$ cat src/inc/emcsa_pkg.sv
// constants, state type and space decode for the wide memory interface
// control block; pclk is taken to be the CPU clock
package emcsa_pkg;
    // register byte offsets
    localparam logic [7:0]  CTRL_OFS   = 8'h00;
    localparam logic [7:0]  ACCESS_OFS = 8'h04;
    localparam logic [7:0]  STATUS_OFS = 8'h08;
    // control register fields
    localparam int          DIV_LSB    = 0;
    localparam int          RSEL_LSB   = 2;
    localparam int          MTYPE_LSB  = 6;
    localparam int          SREF_BIT   = 14;
    localparam int          GPO_BIT    = 15;
    localparam logic [15:0] CTRL_RST   = 16'h0000;
    // access register fields
    localparam int          WR_BIT     = 0;
    localparam int          SPACE_LSB  = 28;
    // status register fields
    localparam int          ST_SRC_LSB = 0;
    localparam int          ST_PEND    = 2;
    localparam int          ST_ACK     = 3;
    localparam int          ST_HOLD    = 4;
    localparam int          ST_BREQ    = 5;
    // divided clock factor codes
    localparam logic [1:0]  DIV_BY1    = 2'h0;
    localparam logic [1:0]  DIV_BY2    = 2'h1;
    localparam logic [1:0]  DIV_BY4    = 2'h2;
    // strap codes for the interface clock source
    localparam logic [1:0]  SRC_EXT    = 2'h0;
    localparam logic [1:0]  SRC_CPU4   = 2'h1;
    localparam logic [1:0]  SRC_CPU6   = 2'h2;
    // last pclk count (from 0) of each source half period: cpu/4 and cpu/6
    localparam logic [1:0]  CPU4_LIM   = 2'h1;
    localparam logic [1:0]  CPU6_LIM   = 2'h2;
    // memory type codes per space
    localparam logic [1:0]  MT_ASYNC   = 2'h0;
    localparam logic [1:0]  MT_SDRAM   = 2'h1;
    localparam logic [1:0]  MT_SYNC    = 2'h2;
    // access phases: 0 setup, 1 strobe, 2 hold
    localparam logic [1:0]  LAST_PHASE = 2'h2;
    // top nibble 8..b of the word address selects spaces 0..3
    localparam logic [1:0]  SPACE_BASE = 2'h2;

    typedef enum logic [2:0] {
        ST_IDLE   = 3'b001,
        ST_ACCESS = 3'b010,
        ST_HELD   = 3'b100
    } emcsa_state_type;

    // one-hot chip enable from the top four word address bits
    function automatic logic [3:0] emcsa_ce_decode(input logic [3:0] top);
        emcsa_ce_decode = 4'h0;
        if (top[3:2] == SPACE_BASE) emcsa_ce_decode[top[1:0]] = 1'b1;
    endfunction : emcsa_ce_decode
endpackage : emcsa_pkg

$ cat src/rtl/emcsa_clkgen.sv
// clock generator: strap capture, source ticks and both output clocks
// assumes pclk is the CPU clock and the external clock is below pclk/4
`timescale 1ns/1ns
module emcsa_clkgen
    import emcsa_pkg::*;
(
    // clock and reset
    input  wire logic       pclk,
    input  wire logic       presetn,
    // pins and control
    input  wire logic       ext_interface_clock_in,
    input  wire logic [1:0] clock_select_straps,
    input  wire logic [1:0] div_sel,
    // results
    output logic            full_rate_clock_out,
    output logic            divided_clock_out,
    output logic            iface_en,
    output logic [1:0]      src_sel
);
    logic [2:0] ext_q;
    logic [1:0] strap1_q, strap2_q, settle_q, cnt_q, dcnt_q, lim;
    logic       cap_q, tick, div_tog;

    // synchronisers; ext_q[2] is the edge history behind stage two
    always_ff @(posedge pclk or negedge presetn) begin
        if (!presetn) begin
            ext_q    <= 3'h0;
            strap1_q <= 2'h0;
            strap2_q <= 2'h0;
        end else begin
            ext_q    <= {ext_q[1:0], ext_interface_clock_in};
            strap1_q <= clock_select_straps;
            strap2_q <= strap1_q;
        end
    end

    // straps are taken once, after the synchroniser has filled
    always_ff @(posedge pclk or negedge presetn) begin
        if (!presetn) begin
            settle_q <= 2'h0;
            cap_q    <= 1'b0;
            src_sel  <= SRC_EXT;
        end else begin
            settle_q <= {settle_q[0], 1'b1};
            if (settle_q[1] && !cap_q) begin
                cap_q   <= 1'b1;
                src_sel <= (strap2_q == SRC_CPU4 || strap2_q == SRC_CPU6)
                           ? strap2_q : SRC_EXT;
            end
        end
    end

    // one tick per source clock edge, both edges of the external pin
    assign lim  = (src_sel == SRC_CPU4) ? CPU4_LIM : CPU6_LIM;
    assign tick = cap_q && ((src_sel == SRC_EXT) ? (ext_q[1] ^ ext_q[2])
                                                 : (cnt_q == lim));
    assign iface_en = tick && !full_rate_clock_out;

    always_comb begin
        case (div_sel)
            DIV_BY2: div_tog = dcnt_q[0];
            DIV_BY4: div_tog = &dcnt_q;
            default: div_tog = 1'b1;
        endcase
    end

    // output clocks toggle on ticks only, so no gated clock exists
    always_ff @(posedge pclk or negedge presetn) begin
        if (!presetn) begin
            cnt_q               <= 2'h0;
            dcnt_q              <= 2'h0;
            full_rate_clock_out <= 1'b0;
            divided_clock_out   <= 1'b0;
        end else begin
            cnt_q <= (cnt_q == lim) ? 2'h0 : cnt_q + 2'h1;
            if (tick) begin
                full_rate_clock_out <= ~full_rate_clock_out;
                dcnt_q              <= dcnt_q + 2'h1;
                if (div_tog) divided_clock_out <= ~divided_clock_out;
            end
        end
    end
endmodule : emcsa_clkgen

$ cat src/rtl/emcsa_strobe_mux.sv
// strobe role mux: maps access phase onto the three shared strobe pins
// assumes type, select and direction are held for a whole access
`timescale 1ns/1ns
module emcsa_strobe_mux
    import emcsa_pkg::*;
(
    // access state
    input  wire logic       active,
    input  wire logic [1:0] phase,
    input  wire logic       is_write,
    input  wire logic       space3,
    // space setup
    input  wire logic [1:0] mem_type,
    input  wire logic       read_strobe_select,
    // active-low pin values
    output logic            read_pin_n,
    output logic            oe_pin_n,
    output logic            write_pin_n,
    output logic            fifo_oe_n
);
    logic ph0, ph1, rd1;
    logic async_read_strobe, async_output_strobe, async_write_strobe;
    logic sdram_column_strobe, sdram_row_strobe, sdram_write_strobe;
    logic sync_address_strobe, sync_read_strobe;
    logic sync_output_strobe, sync_write_strobe;

    // every role of every pin, active high
    assign ph0 = active && phase == 2'h0;
    assign ph1 = active && phase == 2'h1;
    assign rd1 = ph1 && !is_write;
    assign async_read_strobe   = rd1;
    assign async_output_strobe = rd1;
    assign async_write_strobe  = ph1 && is_write;
    assign sdram_row_strobe    = ph0;
    assign sdram_column_strobe = ph1;
    assign sdram_write_strobe  = ph1 && is_write;
    assign sync_address_strobe = ph0 && !read_strobe_select;
    assign sync_read_strobe    = rd1 && read_strobe_select;
    assign sync_output_strobe  = rd1;
    assign sync_write_strobe   = ph0 && is_write;

    // pin role follows the memory type; reserved type drives nothing
    always_comb begin
        read_pin_n  = 1'b1;
        oe_pin_n    = 1'b1;
        write_pin_n = 1'b1;
        case (mem_type)
            MT_ASYNC: begin
                read_pin_n  = ~async_read_strobe;
                oe_pin_n    = ~async_output_strobe;
                write_pin_n = ~async_write_strobe;
            end
            MT_SDRAM: begin
                read_pin_n  = ~sdram_column_strobe;
                oe_pin_n    = ~sdram_row_strobe;
                write_pin_n = ~sdram_write_strobe;
            end
            MT_SYNC: begin
                read_pin_n  = ~(sync_address_strobe | sync_read_strobe);
                oe_pin_n    = ~sync_output_strobe;
                write_pin_n = ~sync_write_strobe;
            end
            default: ;
        endcase
    end

    // dedicated fifo output enable, only for synchronous space 3
    assign fifo_oe_n = ~(space3 && mem_type == MT_SYNC && sync_output_strobe);
endmodule : emcsa_strobe_mux

$ cat src/rtl/emcsa_top.sv
// wide memory interface control: clocks, strobe roles, bus hold
// arbitration and chip enables, with an APB register slave
// assumes pclk is the CPU clock and all pins but APB are asynchronous
`timescale 1ns/1ns
module emcsa_top
    import emcsa_pkg::*;
(
    // clock and reset
    input  wire logic        pclk,
    input  wire logic        presetn,
    // apb slave
    input  wire logic [7:0]  paddr,
    input  wire logic        psel,
    input  wire logic        penable,
    input  wire logic        pwrite,
    input  wire logic [31:0] pwdata,
    output logic [31:0]      prdata,
    output logic             pready,
    output logic             pslverr,
    // clock pins
    input  wire logic        ext_interface_clock_in,
    input  wire logic [1:0]  clock_select_straps,
    output logic             full_rate_clock_out,
    output logic             divided_clock_out,
    // arbitration pins
    input  wire logic        hold_request_in,
    output logic             hold_acknowledge_out,
    output logic             bus_request_out,
    // memory control pins
    output logic [3:0]       chip_select_n,
    output logic             shared_read_pin_n,
    output logic             shared_oe_pin_n,
    output logic             shared_write_pin_n,
    output logic             space3_fifo_output_strobe_n,
    output logic             sdram_clock_gate_out,
    output logic             bus_oe
);
    emcsa_state_type st_q;
    logic [15:0] ctrl_q;
    logic [3:0]  acc_top_q;
    logic [3:0]  acc_ce;
    logic [1:0]  acc_type_q;
    logic [1:0]  phase_q;
    logic [1:0]  src_sel;
    logic [3:0]  is_sdram;
    logic        acc_wr_q;
    logic        acc_rsel_q;
    logic        pending_q;
    logic        hold1_q;
    logic        hold2_q;
    logic        iface_en;
    logic        wr_en;
    logic        start_ok;
    logic        acc_done;
    logic        sdram_fitted;
    logic        mux_rd_n;
    logic        mux_oe_n;
    logic        mux_wr_n;
    logic        mux_fifo_n;
    logic        chip_select_space3;

    // apb: zero wait states, every transfer ends in its first access cycle
    assign pready = 1'b1;
    assign wr_en  = psel && penable && pwrite;

    // ---- clock source and output clocks
    emcsa_clkgen u_clkgen (
        .pclk                   (pclk),
        .presetn                (presetn),
        .ext_interface_clock_in (ext_interface_clock_in),
        .clock_select_straps    (clock_select_straps),
        .div_sel                (ctrl_q[DIV_LSB +: 2]),
        .full_rate_clock_out    (full_rate_clock_out),
        .divided_clock_out      (divided_clock_out),
        .iface_en               (iface_en),
        .src_sel                (src_sel)
    );

    // hold request is a pin: two flops before anything looks at it
    always_ff @(posedge pclk or negedge presetn) begin
        if (!presetn) begin
            hold1_q <= 1'b0;
            hold2_q <= 1'b0;
        end else begin
            hold1_q <= hold_request_in;
            hold2_q <= hold1_q;
        end
    end

    // control register
    always_ff @(posedge pclk or negedge presetn) begin
        if (!presetn) begin
            ctrl_q <= CTRL_RST;
        end else if (wr_en && paddr == CTRL_OFS) begin
            ctrl_q <= pwdata[15:0];
        end
    end

    // an access write is taken only when no access is pending and decoding to a space
    assign start_ok = wr_en && paddr == ACCESS_OFS && !pending_q
                      && emcsa_ce_decode(pwdata[SPACE_LSB +: 4]) != 4'h0;
    assign acc_done = st_q == ST_ACCESS && iface_en && phase_q == LAST_PHASE;

    // access request; type and select are frozen for the whole access
    always_ff @(posedge pclk or negedge presetn) begin
        if (!presetn) begin
            pending_q  <= 1'b0;
            acc_top_q  <= 4'h0;
            acc_wr_q   <= 1'b0;
            acc_type_q <= MT_ASYNC;
            acc_rsel_q <= 1'b0;
        end else if (start_ok) begin
            pending_q  <= 1'b1;
            acc_top_q  <= pwdata[SPACE_LSB +: 4];
            acc_wr_q   <= pwdata[WR_BIT];
            acc_type_q <= ctrl_q[MTYPE_LSB + 2 * pwdata[SPACE_LSB +: 2] +: 2];
            acc_rsel_q <= ctrl_q[RSEL_LSB + pwdata[SPACE_LSB +: 2]];
        end else if (acc_done) begin
            pending_q <= 1'b0;
        end
    end

    // arbitration: the host is served only between accesses
    always_ff @(posedge pclk or negedge presetn) begin
        if (!presetn) begin
            st_q    <= ST_IDLE;
            phase_q <= 2'h0;
        end else begin
            case (st_q)
                ST_IDLE: begin
                    phase_q <= 2'h0;
                    if (hold2_q) st_q <= ST_HELD;
                    else if (pending_q) st_q <= ST_ACCESS;
                end
                ST_ACCESS: begin
                    if (iface_en) phase_q <= phase_q + 2'h1;
                    if (acc_done) st_q <= ST_IDLE;
                end
                ST_HELD: begin
                    if (!hold2_q) st_q <= ST_IDLE;
                end
                default: st_q <= ST_IDLE;
            endcase
        end
    end

    // acknowledge lags the release of the pins by one cycle
    always_ff @(posedge pclk or negedge presetn) begin
        if (!presetn) begin
            bus_oe               <= 1'b1;
            hold_acknowledge_out <= 1'b0;
            bus_request_out      <= 1'b0;
        end else begin
            bus_oe               <= !(st_q == ST_HELD && hold2_q);
            hold_acknowledge_out <= st_q == ST_HELD && hold2_q && !bus_oe;
            bus_request_out      <= pending_q && st_q == ST_HELD;
        end
    end

    // ---- pin roles
    assign acc_ce = emcsa_ce_decode(acc_top_q);

    emcsa_strobe_mux u_strobe (
        .active             (st_q == ST_ACCESS),
        .phase              (phase_q),
        .is_write           (acc_wr_q),
        .space3             (acc_ce[3]),
        .mem_type           (acc_type_q),
        .read_strobe_select (acc_rsel_q),
        .read_pin_n         (mux_rd_n),
        .oe_pin_n           (mux_oe_n),
        .write_pin_n        (mux_wr_n),
        .fifo_oe_n          (mux_fifo_n)
    );

    // which spaces hold sdram, for the clock gate pin
    genvar gi;
    generate
        for (gi = 0; gi < 4; gi++) begin : g_space
            assign is_sdram[gi] = ctrl_q[MTYPE_LSB + 2 * gi +: 2] == MT_SDRAM;
        end
    endgenerate
    assign sdram_fitted = |is_sdram;

    // pins come from flops so the memories never see decode glitches
    always_ff @(posedge pclk or negedge presetn) begin
        if (!presetn) begin
            chip_select_n               <= 4'hf;
            shared_read_pin_n           <= 1'b1;
            shared_oe_pin_n             <= 1'b1;
            shared_write_pin_n          <= 1'b1;
            space3_fifo_output_strobe_n <= 1'b1;
        end else begin
            chip_select_n               <= (st_q == ST_ACCESS) ? ~acc_ce : 4'hf;
            shared_read_pin_n           <= mux_rd_n;
            shared_oe_pin_n             <= mux_oe_n;
            shared_write_pin_n          <= mux_wr_n;
            space3_fifo_output_strobe_n <= mux_fifo_n;
        end
    end
    assign chip_select_space3 = ~chip_select_n[3];

    // clock gate: self refresh drops it, otherwise a general output
    always_ff @(posedge pclk or negedge presetn) begin
        if (!presetn) begin
            sdram_clock_gate_out <= 1'b0;
        end else begin
            sdram_clock_gate_out <= sdram_fitted ? ~ctrl_q[SREF_BIT]
                                                 : ctrl_q[GPO_BIT];
        end
    end

    // read data is sampled in the setup cycle, so it is one cycle old
    always_ff @(posedge pclk or negedge presetn) begin
        if (!presetn) begin
            prdata  <= 32'h0;
            pslverr <= 1'b0;
        end else if (psel && !penable) begin
            prdata  <= 32'h0;
            pslverr <= 1'b0;
            case (paddr)
                CTRL_OFS: prdata[15:0] <= ctrl_q;
                ACCESS_OFS: begin
                    prdata[SPACE_LSB +: 4] <= acc_top_q;
                    prdata[WR_BIT]         <= acc_wr_q;
                end
                STATUS_OFS: begin
                    prdata[ST_SRC_LSB +: 2] <= src_sel;
                    prdata[ST_PEND]         <= pending_q;
                    prdata[ST_ACK]          <= hold_acknowledge_out;
                    prdata[ST_HOLD]         <= hold2_q;
                    prdata[ST_BREQ]         <= bus_request_out;
                end
                default: pslverr <= 1'b1;
            endcase
        end
    end
endmodule : emcsa_top

$ cat config.mk
export PLATFORM = sky130hd
export DESIGN_NAME = emcsa_top
export DESIGN_NICKNAME = d
export VERILOG_FILES = /design/src/inc/emcsa_pkg.sv /design/src/rtl/emcsa_clkgen.sv /design/src/rtl/emcsa_strobe_mux.sv /design/src/rtl/emcsa_top.sv
export SDC_FILE = /design/constraint.sdc
export NUM_CORES = 1
export LEC_CHECK = 0
export ABC_AREA = 0
export BUFFER_PORTS_ARGS = -buffer_cell sky130_fd_sc_hd__buf_4
export CORE_UTILIZATION = 52
export CTS_CLUSTER_SIZE = 28
export DETAILED_ROUTE_END_ITERATION = 8
export HOLD_SLACK_MARGIN = 0.05
export PLACE_DENSITY = 0.79
export SETUP_SLACK_MARGIN = 0.15
export SLEW_MARGIN = 5
export SYNTH_ARGS = -nofsm -noshare
export SYNTH_HDL_FRONTEND = slang
export SYNTH_SLANG_ARGS = --single-unit
$ cat constraint.sdc
create_clock -name pclk -period 2.2 [get_ports pclk]
set_input_delay 0.11 -clock pclk [delete_from_list [all_inputs] [get_ports pclk]]
set_output_delay 0.11 -clock pclk [all_outputs]
set_load 0.01 [all_outputs]
Word-level counts from Yosys, hierarchy flattened --
Cells that the tools add are included. Widths: inputs -> output; s select.
Operators by class: bitwise gates (word level) 13, equal/unequal tests 25, order comparisons 5, multiplexer cells 32, $add $sub $neg 5, multipliers 0, shift operators 1, divide/modulo/power cells 0, reduce and logical (&&, ||, !) cells 50
Operators by type and width (count):
- $logic_and 1x1->1 | 26
- $eq 2x1->1 const B | 9
- $mux 4 | 4
- $shiftx 16x5->2 | 1
- $eq 2x2->1 const B | 6
- $mux 3 | 4
- $mux 10 | 1
- $not 1->1 | 10
- $pmux 5 s2 | 1
- $pmux 3 s3 | 1
- $eq 8x3->1 const B | 1
- $eq 8x4->1 const B | 1
- $logic_not 1->1 | 8
- $logic_not 8->1 | 1
- $mux 1 | 8
- $mux 2 | 4
- $add 2x1->2 const B | 3
- $logic_not 2->1 | 3
- $lt 2x3->1 const B | 2
- $ne 2x2->1 const B | 3
- $pmux 1 s2 | 3
- $pmux 1 s3 | 2
- $reduce_and 2->1 | 3
- $lt 3x5->1 const B | 1
- other kinds (21) | 25
Storage, ports and cells: memories 0, output and inout bits 48, bits in registers 83, latch bits 0, logic and storage cells 162, memory bits (writable) 0, ROM bits 0, bits of input ports 49

Depth between registers and ports, before layout --
Gate-level depths: netlist of run 1.
depth after elaboration 10, depth in mapped cells 6

By module --
Synthesis of run 1 repeated with hierarchy kept, for this count alone.
Unflattened totals: cells, all modules 302, area, all modules 3662.3 sq um
By module, submodules not included:
- emcsa_top | cells each 237, instances 1, seq. area each 1639.1 sq um, area an instance 2877.8 sq um
- emcsa_clkgen | cells each 49, instances 1, seq. area each 450.4 sq um, area an instance 685.7 sq um
- emcsa_strobe_mux | cells each 16, instances 1, seq. area each 0.0 sq um, area an instance 98.8 sq um

Least setup slack after synthesis of run 1 --
Ideal clock, no wire load.
path type register -> register, start point reg pending_q, end point reg acc_top_q[0], data arrival time 1.655 ns, stages on the path, launching flop included 4, path slack 0.420 ns, cell sequence dfrtp_1 or4b_4 nor4_4 mux2_2
On the way: word-level cells in the longest chain between the ends 3
RTL lines:
- from (decl) | line emcsa_top.sv:48 | logic pending_q;
- from (signal assigned) | line emcsa_top.sv:107 | pending_q <= 1'b0;
- from (signal assigned) | line emcsa_top.sv:113 | pending_q <= 1'b1;
- from (signal assigned) | line emcsa_top.sv:119 | pending_q <= 1'b0;
- $logic_not 1->1 | line emcsa_top.sv:100 | assign start_ok = wr_en && paddr == ACCESS_OFS && !pending_q
- $logic_and 1x1->1 | line emcsa_top.sv:100
- $logic_and 1x1->1 | line emcsa_top.sv:101 | && emcsa_ce_decode(pwdata[SPACE_LSB +: 4]) != 4'h0;
- to (signal assigned) | line emcsa_top.sv:114 | acc_top_q <= pwdata[SPACE_LSB +: 4];
- to (decl) | line emcsa_top.sv:40 | logic [3:0] acc_top_q;
No other way between the ends. A chain may end at the register's enable or synchronous reset.

Worst setup path in the final report of run 1 --
Ends and elaborated chain as after synthesis.

==> key figures, run 1 <==
STA
  • Setup violations, final: 0
  • Worst rel slew slack: 0.529
  • Final Hold Viols: 0
  • RSZ-0062 raised after global routing: false
  • Final number of max-transition violations: 0
  • Tmin final: 1.85 ns
  • Maximum clock rate: 539 MHz
  • Period utilisation layout: 0.843
  • Fin Setup TNS: 0 ns
  • Worst-Margin Slew: 0.700 ns
  • Setup Skew: 0.0109 ns

Yosys
  • Yosys warning count: 0
  • Synthesized flop and latch total: 83
  • Synth Instances: 268
  • Mux contribution to synthesized area: 0.113
  • Avg Inst Size Synth: 13.4 sq um
  • Simple-Gate Fraction of Synth Area: 0.126
  • Post-synthesis compound-gate area fraction: 0.0952
  • Mapped Area: 3600 sq um
  • Synth Flop Type: dfrtp_1
  • Largest family of logic cells by synthesized area: simple AND/OR/NAND/NOR gates
  • Number of synthesized flops with an enable pin: 0
  • Synth Area in XOR/XNOR: 0.0122
  • Yosys cell types: 51
  • Seq/Total Area, Yosys: 0.580
  • Post-Synth Adder-Cell Area: 0.0208
  • Ys async rst share: 1.00

Clock network
  • TritonCTS clock tree: built
  • Clock Sinks: 83
  • CTS clk-pin slew, worst paths: 0.08 ns
  • CTS Root Cell: clkbuf_8
  • Post-CTS Resized: 0
  • H-tree depth: 3
  • CTS Buf Count: 9
  • Clock Path Buffers: 2
  • Worst skew pair latency: 0.35 ns
  • Setup repair bufs after CTS: 0

Final layout
  • Synthesis-to-layout area growth: 29.3%
  • Nets: 428
  • Diode count: 0
  • Share of layout cells above drive strength 1: 0.378
  • FF+latch area: 2090 sq um
  • Finished Layout Cells: 455
  • Area occupied by multi-input gates: 1380 sq um
  • Most common cell after layout, fill and taps aside: buf_4
  • Commonest non-fill, non-tap cells in the layout: 77 x buf_4, 73 x dfrtp_1, 23 x dlygate4sd3_1
  • Fill cell count: 458

Place
  • Placer Congestion: 0.775
  • Cells after DPL: 416
  • IO buf count: 71
  • HPWL after DPL: 5450 um

Global routing
  • Global Route Usage Sum: 0.242
  • First-pass GRT wire length: 12900 um
  • Antenna violations before repair: 0
  • Vias in the first global route: 2512
  • Remaining Overflow, GRT: 0
  • Largest net degree at the start of global routing: 51

Hold path
  • Hold Crit Depth: 3
  • Worst Hold Class: in2reg
  • Hold EP: pslverr
  • Worst hold start: paddr[2]

Floorplanning
  • Die Wd: 85.2 um
  • IO Pins: 97
  • Die height: 85.2 um
  • Die area: 7260 sq um
  • Starting Density: 0.551
  • Num rows: 29
  • CORE AREA: 6530 sq um

Critical path
  • Worst r2r src: pending_q
  • Reg2Reg Setup Slack: 0.35 ns
  • Critical Path End Type: flip-flop
  • Critical path type: reg2reg
  • WP data required: 2.43 ns
  • CP startpoint kind: flip-flop
  • Reg2Reg Depth: 4
  • RR Endpoint: acc_top_q[0]
  • Crit path DAT: 2.09 ns
  • CP Max Fanout: 6

Drt
  • DRT Pass-1 Iters: 4
  • Post-route DRC: 0
  • DR iter-0 viols: 137
  • Vias per std cell: 5.35
  • Post-route ant nets: 0
  • Vias: 2433
  • Final wirelength: 7900 um
  • Routed wire per std cell: 17.4 um

Pwr
  • Worst VDD drop: 551 uV
  • LEAKAGE: 2.21 nW
  • Pwr per Cell Area: 706 nW/um^2

Flow run
  • Max cap viols: 0

Run status
  • Status: complete, no violations
cells by family (layout without fill, tap and decap cells):
family / after synthesis / in the layout
fa+ha+maj: 6 / 6
other cells: 2 / 14
compound gates: 46 / 46
simple gates: 63 / 63
buf+inv: 33 / 131
flops: 83 / 83
mux: 30 / 30
xor+xnor: 5 / 5
through the flow:
step | power [mW] | area, sq um | utilization | setup slack (ns) | hold WS, ns
after detailed placement | 2.17 | 4230 | 0.647 | 0.369 | 0.162
after CTS | 3.29 | 4660 | 0.713 | 0.356 | 0.163
after floorplan | 1.98 | 3650 | - | 0.420 | -0.186
after global routing | 3.42 | 4660 | 0.713 | 0.273 | 0.185
after global placement | 2.14 | 4230 | 0.647 | 0.419 | 0.155
final | 3.29 | 4660 | 0.713 | 0.345 | 0.173
flip-flops by register name, indices dropped and copies added, names as in the netlist, 3 cells and up:
register	flops
chip_select_n	4
ctrl_q	16
u_clkgen.ext_q	3
prdata	20
st_q	3
acc_top_q	4
worst max path at each step:
stage / startpoint / end / slack (ns) / cells after the start
after floorplan: pending_q / acc_top_q[0] / 0.42 / 3
after global placement: pending_q / acc_top_q[1] / 0.42 / 4
after detailed placement: pending_q / acc_type_q[1] / 0.37 / 4
after CTS: pending_q / acc_top_q[1] / 0.36 / 4
after global routing: pending_q / acc_top_q[0] / 0.27 / 4
final: pending_q / acc_top_q[0] / 0.35 / 4
what timing repair did:
item,CTS,global route
hold endpoints to repair,64,0
setup endpoints to repair,0,0
hold buffers,23,0
layout make-up:
class | instances | area share
clock buffer | 14 | 0.0349
clock inverter | 2 | 0.00752
tap | 77 | 0.0207
inverter | 13 | 0.0105
sequential | 83 | 0.449
timing repair buffer | 102 | 0.182
multi-input combinational | 164 | 0.295
synth_stat cells (4+ instances only):
cell type	count	area share
xor2_1	4	0.0097
clkbuf_1	4	0.0042
and2_0	5	0.0087
a221o_1	6	0.017
nand3_1	4	0.0056
nor2_1	10	0.010
dfstp_2	10	0.073
mux2_2	15	0.047
inv_1	13	0.014
buf_4	13	0.027
nor4_4	4	0.024
mux2_4	10	0.042
ha_1	6	0.021
a21oi_1	4	0.0056
dfrtp_1	73	0.51
nand2_1	9	0.0094
o21ai_0	10	0.014
nand2b_1	5	0.0087
a22o_1	14	0.034
nand3b_1	8	0.017
worst max-delay path, stage by stage (launching register included):
cell and delay, ns:
dfrtp_1 0.45, or4b_4 0.57, nor4_4 0.17, buf_4 0.19, mux2_2 0.36
power by group:
group	switching (mW)	internal [mW]
logic	0.206	0.227
clock network	0.519	0.587
registers	0.114	1.63
metal layers:
layer	track usage	vias up	wire length, um
li1	-	1133	-
met5	0	-	0
met2	0.394	62	3980
met4	0.0909	0	136
met3	0.0593	11	309
met1	0.316	1227	3480
Power figures use the tool's default switching activity.
==> run 2, diff against run 1 <==
--- a/config.mk
+++ b/config.mk
@@ -7,11 +7,11 @@
 export LEC_CHECK = 0
 export ABC_AREA = 0
 export BUFFER_PORTS_ARGS = -buffer_cell sky130_fd_sc_hd__buf_4
-export CORE_UTILIZATION = 52
+export CORE_UTILIZATION = 47
 export CTS_CLUSTER_SIZE = 28
 export DETAILED_ROUTE_END_ITERATION = 8
 export HOLD_SLACK_MARGIN = 0.05
-export PLACE_DENSITY = 0.79
+export PLACE_DENSITY = 0.75
 export SETUP_SLACK_MARGIN = 0.15
 export SLEW_MARGIN = 5
 export SYNTH_ARGS = -nofsm -noshare
==> constraint.sdc (replaced) <==
create_clock -name pclk -period 1.6 [get_ports pclk]
set_input_delay 0.08 -clock pclk [delete_from_list [all_inputs] [get_ports pclk]]
set_output_delay 0.08 -clock pclk [all_outputs]
set_load 0.01 [all_outputs]
==> run 2 against run 1 <==
The run now ends with setup timing left. Largest cell class unchanged. Non-clock buffer count is 22 higher. Clock-buffer cell count down 5. Setup slack got worse by 0.47 ns. Hold slack lost 0.054 ns. Clock power increased by 40%.
==> key figures, run 2 (synthesized netlist as in run 1, its figures left out) <==
Drt
  • DR iter-0 viols: 79
  • Post-route ant nets: 0
  • DRT Pass-1 Iters: 4
  • Vias: 2539
  • Post-route DRC: 0
  • Final wirelength: 7900 um
  • Vias per std cell: 5.09
  • Routed wire per std cell: 15.8 um

Critical path
  • WP data required: 1.85 ns
  • Crit path DAT: 1.97 ns
  • Critical Path End Type: flip-flop
  • Critical path type: reg2reg
  • Setup crit start: pending_q
  • Worst r2r src: pending_q
  • CP startpoint kind: flip-flop
  • CP Max Fanout: 8

Floorplanning
  • IO Pins: 97
  • Die Wd: 89.5 um
  • Die height: 89.5 um
  • Num rows: 31
  • CORE AREA: 7330 sq um
  • Die area: 8020 sq um
  • Starting Density: 0.491

STA
  • Setup Skew: 0.0104 ns
  • Final number of max-transition violations: 0
  • Fin Setup TNS: -0.818 ns
  • Setup violations, final: 8
  • Period utilisation layout: 1.08
  • Maximum clock rate: 579 MHz
  • RSZ-0062 raised after global routing: true
  • Final Hold Viols: 0
  • Post-route setup slack: -0.128 ns
  • Tmin final: 1.73 ns

Pwr
  • Clock power share: 0.333
  • Comb power frac: 0.160
  • Switching share of power: 0.275
  • LEAKAGE: 2.35 nW
  • Worst VDD drop: 607 uV
  • Seq pwr share: 0.507
  • Pwr per Cell Area: 942 nW/um^2
  • Sw Pwr: 1.29 mW
  • P_int: 3.39 mW

Clock network
  • TritonCTS clock tree: built
  • H-tree depth: 3
  • Clock Sinks: 83
  • CTS Root Cell: clkbuf_8
  • Worst skew pair latency: 0.36 ns
  • Clock Path Buffers: 2
  • CTS clk-pin slew, worst paths: 0.09 ns
  • CTS Buf Count: 9

Run status
  • Failing checks: setup timing
  • Status: finished, violations left

Final layout
  • Share of layout cells above drive strength 1: 0.440
  • Fill cell count: 527
  • Biggest regs: prdata x20, ctrl_q x16
  • Register with the most flip-flops: prdata
  • Final design area excluding fillers: 4960 sq um
  • Commonest non-fill, non-tap cells in the layout: 92 x buf_4, 72 x dfrtp_1, 23 x dlygate4sd3_1
  • Nets: 450
  • Synthesis-to-layout area growth: 37.8%
  • Flip-flop count of the largest register after layout: 20
  • Diode count: 0
  • Most common cell after layout, fill and taps aside: buf_4

Hold path
  • Worst Hold Class: in2reg
  • Worst hold start: paddr[2]

Global routing
  • First-pass GRT wire length: 12600 um
  • Largest net degree at the start of global routing: 36
  • Antenna violations before repair: 0
  • Remaining Overflow, GRT: 0
  • Vias in the first global route: 2528
  • Global Route Usage Sum: 0.219

Flow run
  • Max cap viols: 0

Place
  • IO buf count: 71
  • Area after DPL: 4390 sq um
  • HPWL after DPL: 5240 um
  • Placer Congestion: 0.786
[run 2: repair_timing]
item                                   CTS  global route
setup endpoints to repair               12            18
buffers inserted                         6             4
cloned                                   0             0
pin swaps                                5             5
gates resized for setup                  6            10
hold buffers                            23             0
endpoints found under the hold margin   98             0
[run 2: path summary, 6_finish.rpt]
| path | to | slack, ns | depth (start not counted) |
|---|---|---|---|
| max | acc_top_q[1] | -0.13 | 4 |
| min reg2reg | u_clkgen.settle_q[1] | 0.35 | 0 |
| max in group asynchronous | prdata[12] | 0.81 | 3 |
| max reg2reg | acc_top_q[1] | -0.13 | 4 |
| min | pslverr | 0.12 | 3 |
| min in group asynchronous | pslverr | 0.18 | 2 |
[run 2: layout make-up]
type                            count  area [sq um]  area share
Clock inverter                      7          80.1      0.0161
Clock buffer                        9           124      0.0250
Sequential cell                    83          2090       0.421
Inverter                           13          48.8     0.00984
Multi-Input combinational cell    164          1450       0.291
Tap cell                           99           124      0.0250
Timing Repair Buffer              124          1050       0.211
[run 2: worst max-delay path, cell delays in order, from the launching register on]
cell and delay, ns:
dfrtp_1 0.39, or4b_4 0.55, nor4_4 0.17, buf_6 0.18, mux2_2 0.33
[run 2: stage by stage]
step / power (mW) / std cells / utilization / worst slack [ns] / hold WS [ns]
after floorplan: 2.74 / 280 / - / -0.180 / -0.216
after global placement: 3.00 / 450 / 0.598 / -0.0755 / 0.0234
after detailed placement: 3.02 / 450 / 0.598 / -0.110 / 0.0279
after CTS: 4.66 / 495 / 0.667 / -0.0997 / 0.111
after global routing: 4.90 / 499 / 0.677 / -0.183 / 0.134
final: 4.67 / 499 / 0.677 / -0.128 / 0.119
[run 2: routing by layer]
metal | GRT usage | routed length [um] | vias to the layer above
met3 | 0.0554 | 318 | 16
met4 | 0.0866 | 188 | 0
met1 | 0.279 | 3420 | 1264
met5 | 0 | 0 | -
met2 | 0.362 | 3970 | 74
li1 | - | - | 1185
[run 2: power groups by stage]
stage | clock network, mW | logic (mW) | registers, mW
after floorplan | 0 | 0.324 | 2.42
after global placement | 0 | 0.589 | 2.41
after detailed placement | 0 | 0.608 | 2.42
after CTS | 1.57 | 0.726 | 2.36
after global routing | 1.68 | 0.831 | 2.39
final | 1.55 | 0.750 | 2.37
==> run 3, diff against run 2 <==
--- a/config.mk
+++ b/config.mk
@@ -12,6 +12,7 @@
 export DETAILED_ROUTE_END_ITERATION = 8
 export HOLD_SLACK_MARGIN = 0.05
 export PLACE_DENSITY = 0.75
+export RECOVER_POWER = 100
 export SETUP_SLACK_MARGIN = 0.15
 export SLEW_MARGIN = 5
 export SYNTH_ARGS = -nofsm -noshare
==> run 3 against run 2 <==
The run still ends with setup timing left. Global-route usage is the same. Critical path depth did not move. Sequential power hardly changed. First-iteration DRC count up 29%. Clock-buffer cell count did not move. Flip-flop and latch count did not move. Die area did not move. Largest cell class unchanged.
==> key figures, run 3 (synthesized netlist as in run 1, its figures left out) <==
Run status
  • Status: finished, violations left
  • Failing checks: setup timing

Critical path
  • Worst r2r src: pending_q
  • CP Max Fanout: 8
  • Worst-path cell chain: or4b_4, nor4_4, buf_6, mux2_2
  • Critical Path End Type: flip-flop
  • Slowest-stage cell, CP: or4b_4
  • Setup crit start: pending_q
  • WP data required: 1.85 ns
  • Critical path type: reg2reg
  • Reg2Reg Depth: 4
  • Critical path's largest stage delay: 0.55 ns
  • Crit path DAT: 1.98 ns
  • CP startpoint kind: flip-flop

Drt
  • Post-route DRC: 0
  • Final wirelength: 7880 um
  • DRT Pass-1 Iters: 4
  • Vias per std cell: 5.09
  • Vias: 2540
  • Post-route ant nets: 0
  • Routed wire per std cell: 15.8 um
  • DR iter-0 viols: 102

Floorplanning
  • Num rows: 31
  • Die area: 8020 sq um
  • CORE AREA: 7330 sq um
  • Die Wd: 89.5 um
  • IO Pins: 97
  • Die height: 89.5 um
  • Starting Density: 0.491

Clock network
  • TritonCTS clock tree: built
  • H-tree depth: 3
  • Clock Sinks: 83
  • Worst skew pair latency: 0.36 ns
  • Clock Path Buffers: 2
  • CTS clk-pin slew, worst paths: 0.09 ns
  • CTS Root Cell: clkbuf_8
  • CTS Buf Count: 9

Place
  • Placer Congestion: 0.786
  • IO buf count: 71
  • HPWL after DPL: 5240 um
  • Worst Setup Slack post-DPL: -0.110 ns
  • Cells after DPL: 450
  • Area after DPL: 4390 sq um

STA
  • Setup Skew: 0.0112 ns
  • Fin Setup TNS: -0.940 ns
  • WHS: 0.124 ns
  • Worst-Margin Slew: 0.714 ns
  • Final number of max-transition violations: 0
  • Post-route setup slack: -0.136 ns
  • Final Hold Viols: 0
  • Worst rel slew slack: 0.524
  • Setup violations, final: 9
  • Maximum clock rate: 576 MHz
  • Tmin final: 1.74 ns
  • Period utilisation layout: 1.09
  • RSZ-0062 raised after global routing: true

Global routing
  • Vias in the first global route: 2528
  • Global Route Usage Sum: 0.219
  • Antenna violations before repair: 0
  • First-pass GRT wire length: 12600 um
  • Largest net degree at the start of global routing: 36
  • Remaining Overflow, GRT: 0

Final layout
  • Diode count: 0
  • Final design area excluding fillers: 4690 sq um
  • Share of layout cells above drive strength 1: 0.308
  • Most common cell after layout, fill and taps aside: dfrtp_1
  • Finished Layout Cells: 499
  • Biggest regs: prdata x20, ctrl_q x16
  • Commonest non-fill, non-tap cells in the layout: 72 x dfrtp_1, 46 x buf_4, 38 x clkbuf_1
  • Synthesis-to-layout area growth: 30.2%
  • Nets: 450
  • Flip-flop count of the largest register after layout: 20
  • Layout Utilization: 0.640
  • Register with the most flip-flops: prdata
  • Fill cell count: 605

Pwr
  • Seq pwr share: 0.515
  • Total power: 4.57 mW
  • Sw Pwr: 1.26 mW
  • Pwr per Cell Area: 975 nW/um^2
  • P_int: 3.31 mW
  • Worst VDD drop: 593 uV
  • Clock power share: 0.341
  • LEAKAGE: 2.18 nW
  • Switching share of power: 0.276
  • Comb power frac: 0.144

Flow run
  • Max cap viols: 0

Hold path
  • Worst hold start: paddr[2]
  • Worst Hold Class: in2reg
  • Hold Crit Depth: 3
## run 3: cell count changes in the layout (fill, tap and decap cells not counted), moves of 2 or more
| cell | previous run | this run |
|---|---|---|
| clkbuf_2 | 0 | 3 |
| buf_6 | 6 | 4 |
| buf_12 | 3 | 0 |
| mux2_1 | 0 | 9 |
| buf_4 | 92 | 46 |
| clkbuf_1 | 0 | 38 |
| clkbuf_4 | 0 | 8 |
| mux2_4 | 14 | 5 |
## run 3: critical path: cells and delay by family (launching register included)
kind                   cells  cell delay (ns)
and+or+nand+nor            2             0.72
muxes                      1             0.33
buffers and inverters      1             0.18
DFF                        1             0.40
## run 3: layout make-up
class	count	area, sq um	area share
multi-input combinational	164	1370	0.292
clock inverter	7	80.1	0.0171
sequential	83	2090	0.446
timing repair buffer	124	852	0.182
clock buffer	9	124	0.0264
inverter	13	48.8	0.0104
tap	99	124	0.0264
## run 3: layer usage
metal | global-route usage | share of wire | vias up
met5 | 0 | 0 | -
met4 | 0.0866 | 0.024 | 0
met3 | 0.0554 | 0.044 | 16
met2 | 0.362 | 0.50 | 68
met1 | 0.279 | 0.44 | 1272
li1 | - | - | 1184
## run 3: repair_timing
item	4_1_cts	5_1_grt
endpoints found under the setup margin	12	18
gates resized for setup	6	10
gates cloned	0	0
hold buffers	23	0
pin swaps	5	5
endpoints found under the hold margin	98	0
setup buffers	6	4
## run 3: final timing paths
check | slack (ns) | endpoint
max in group asynchronous | 0.28 | bus_oe
worst max register to register | -0.14 | acc_top_q[1]
worst max-delay path | -0.14 | acc_top_q[1]
min in group asynchronous | 0.30 | pslverr
worst min-delay path | 0.12 | pslverr
worst min register to register | 0.35 | u_clkgen.settle_q[1]
## run 3: power groups by stage
stage,clock network [mW],registers [mW],logic [mW]
after floorplan,0,2.42,0.324
after global placement,0,2.41,0.589
after detailed placement,0,2.42,0.608
after CTS,1.57,2.36,0.726
after global routing,1.68,2.37,0.743
final,1.56,2.35,0.659
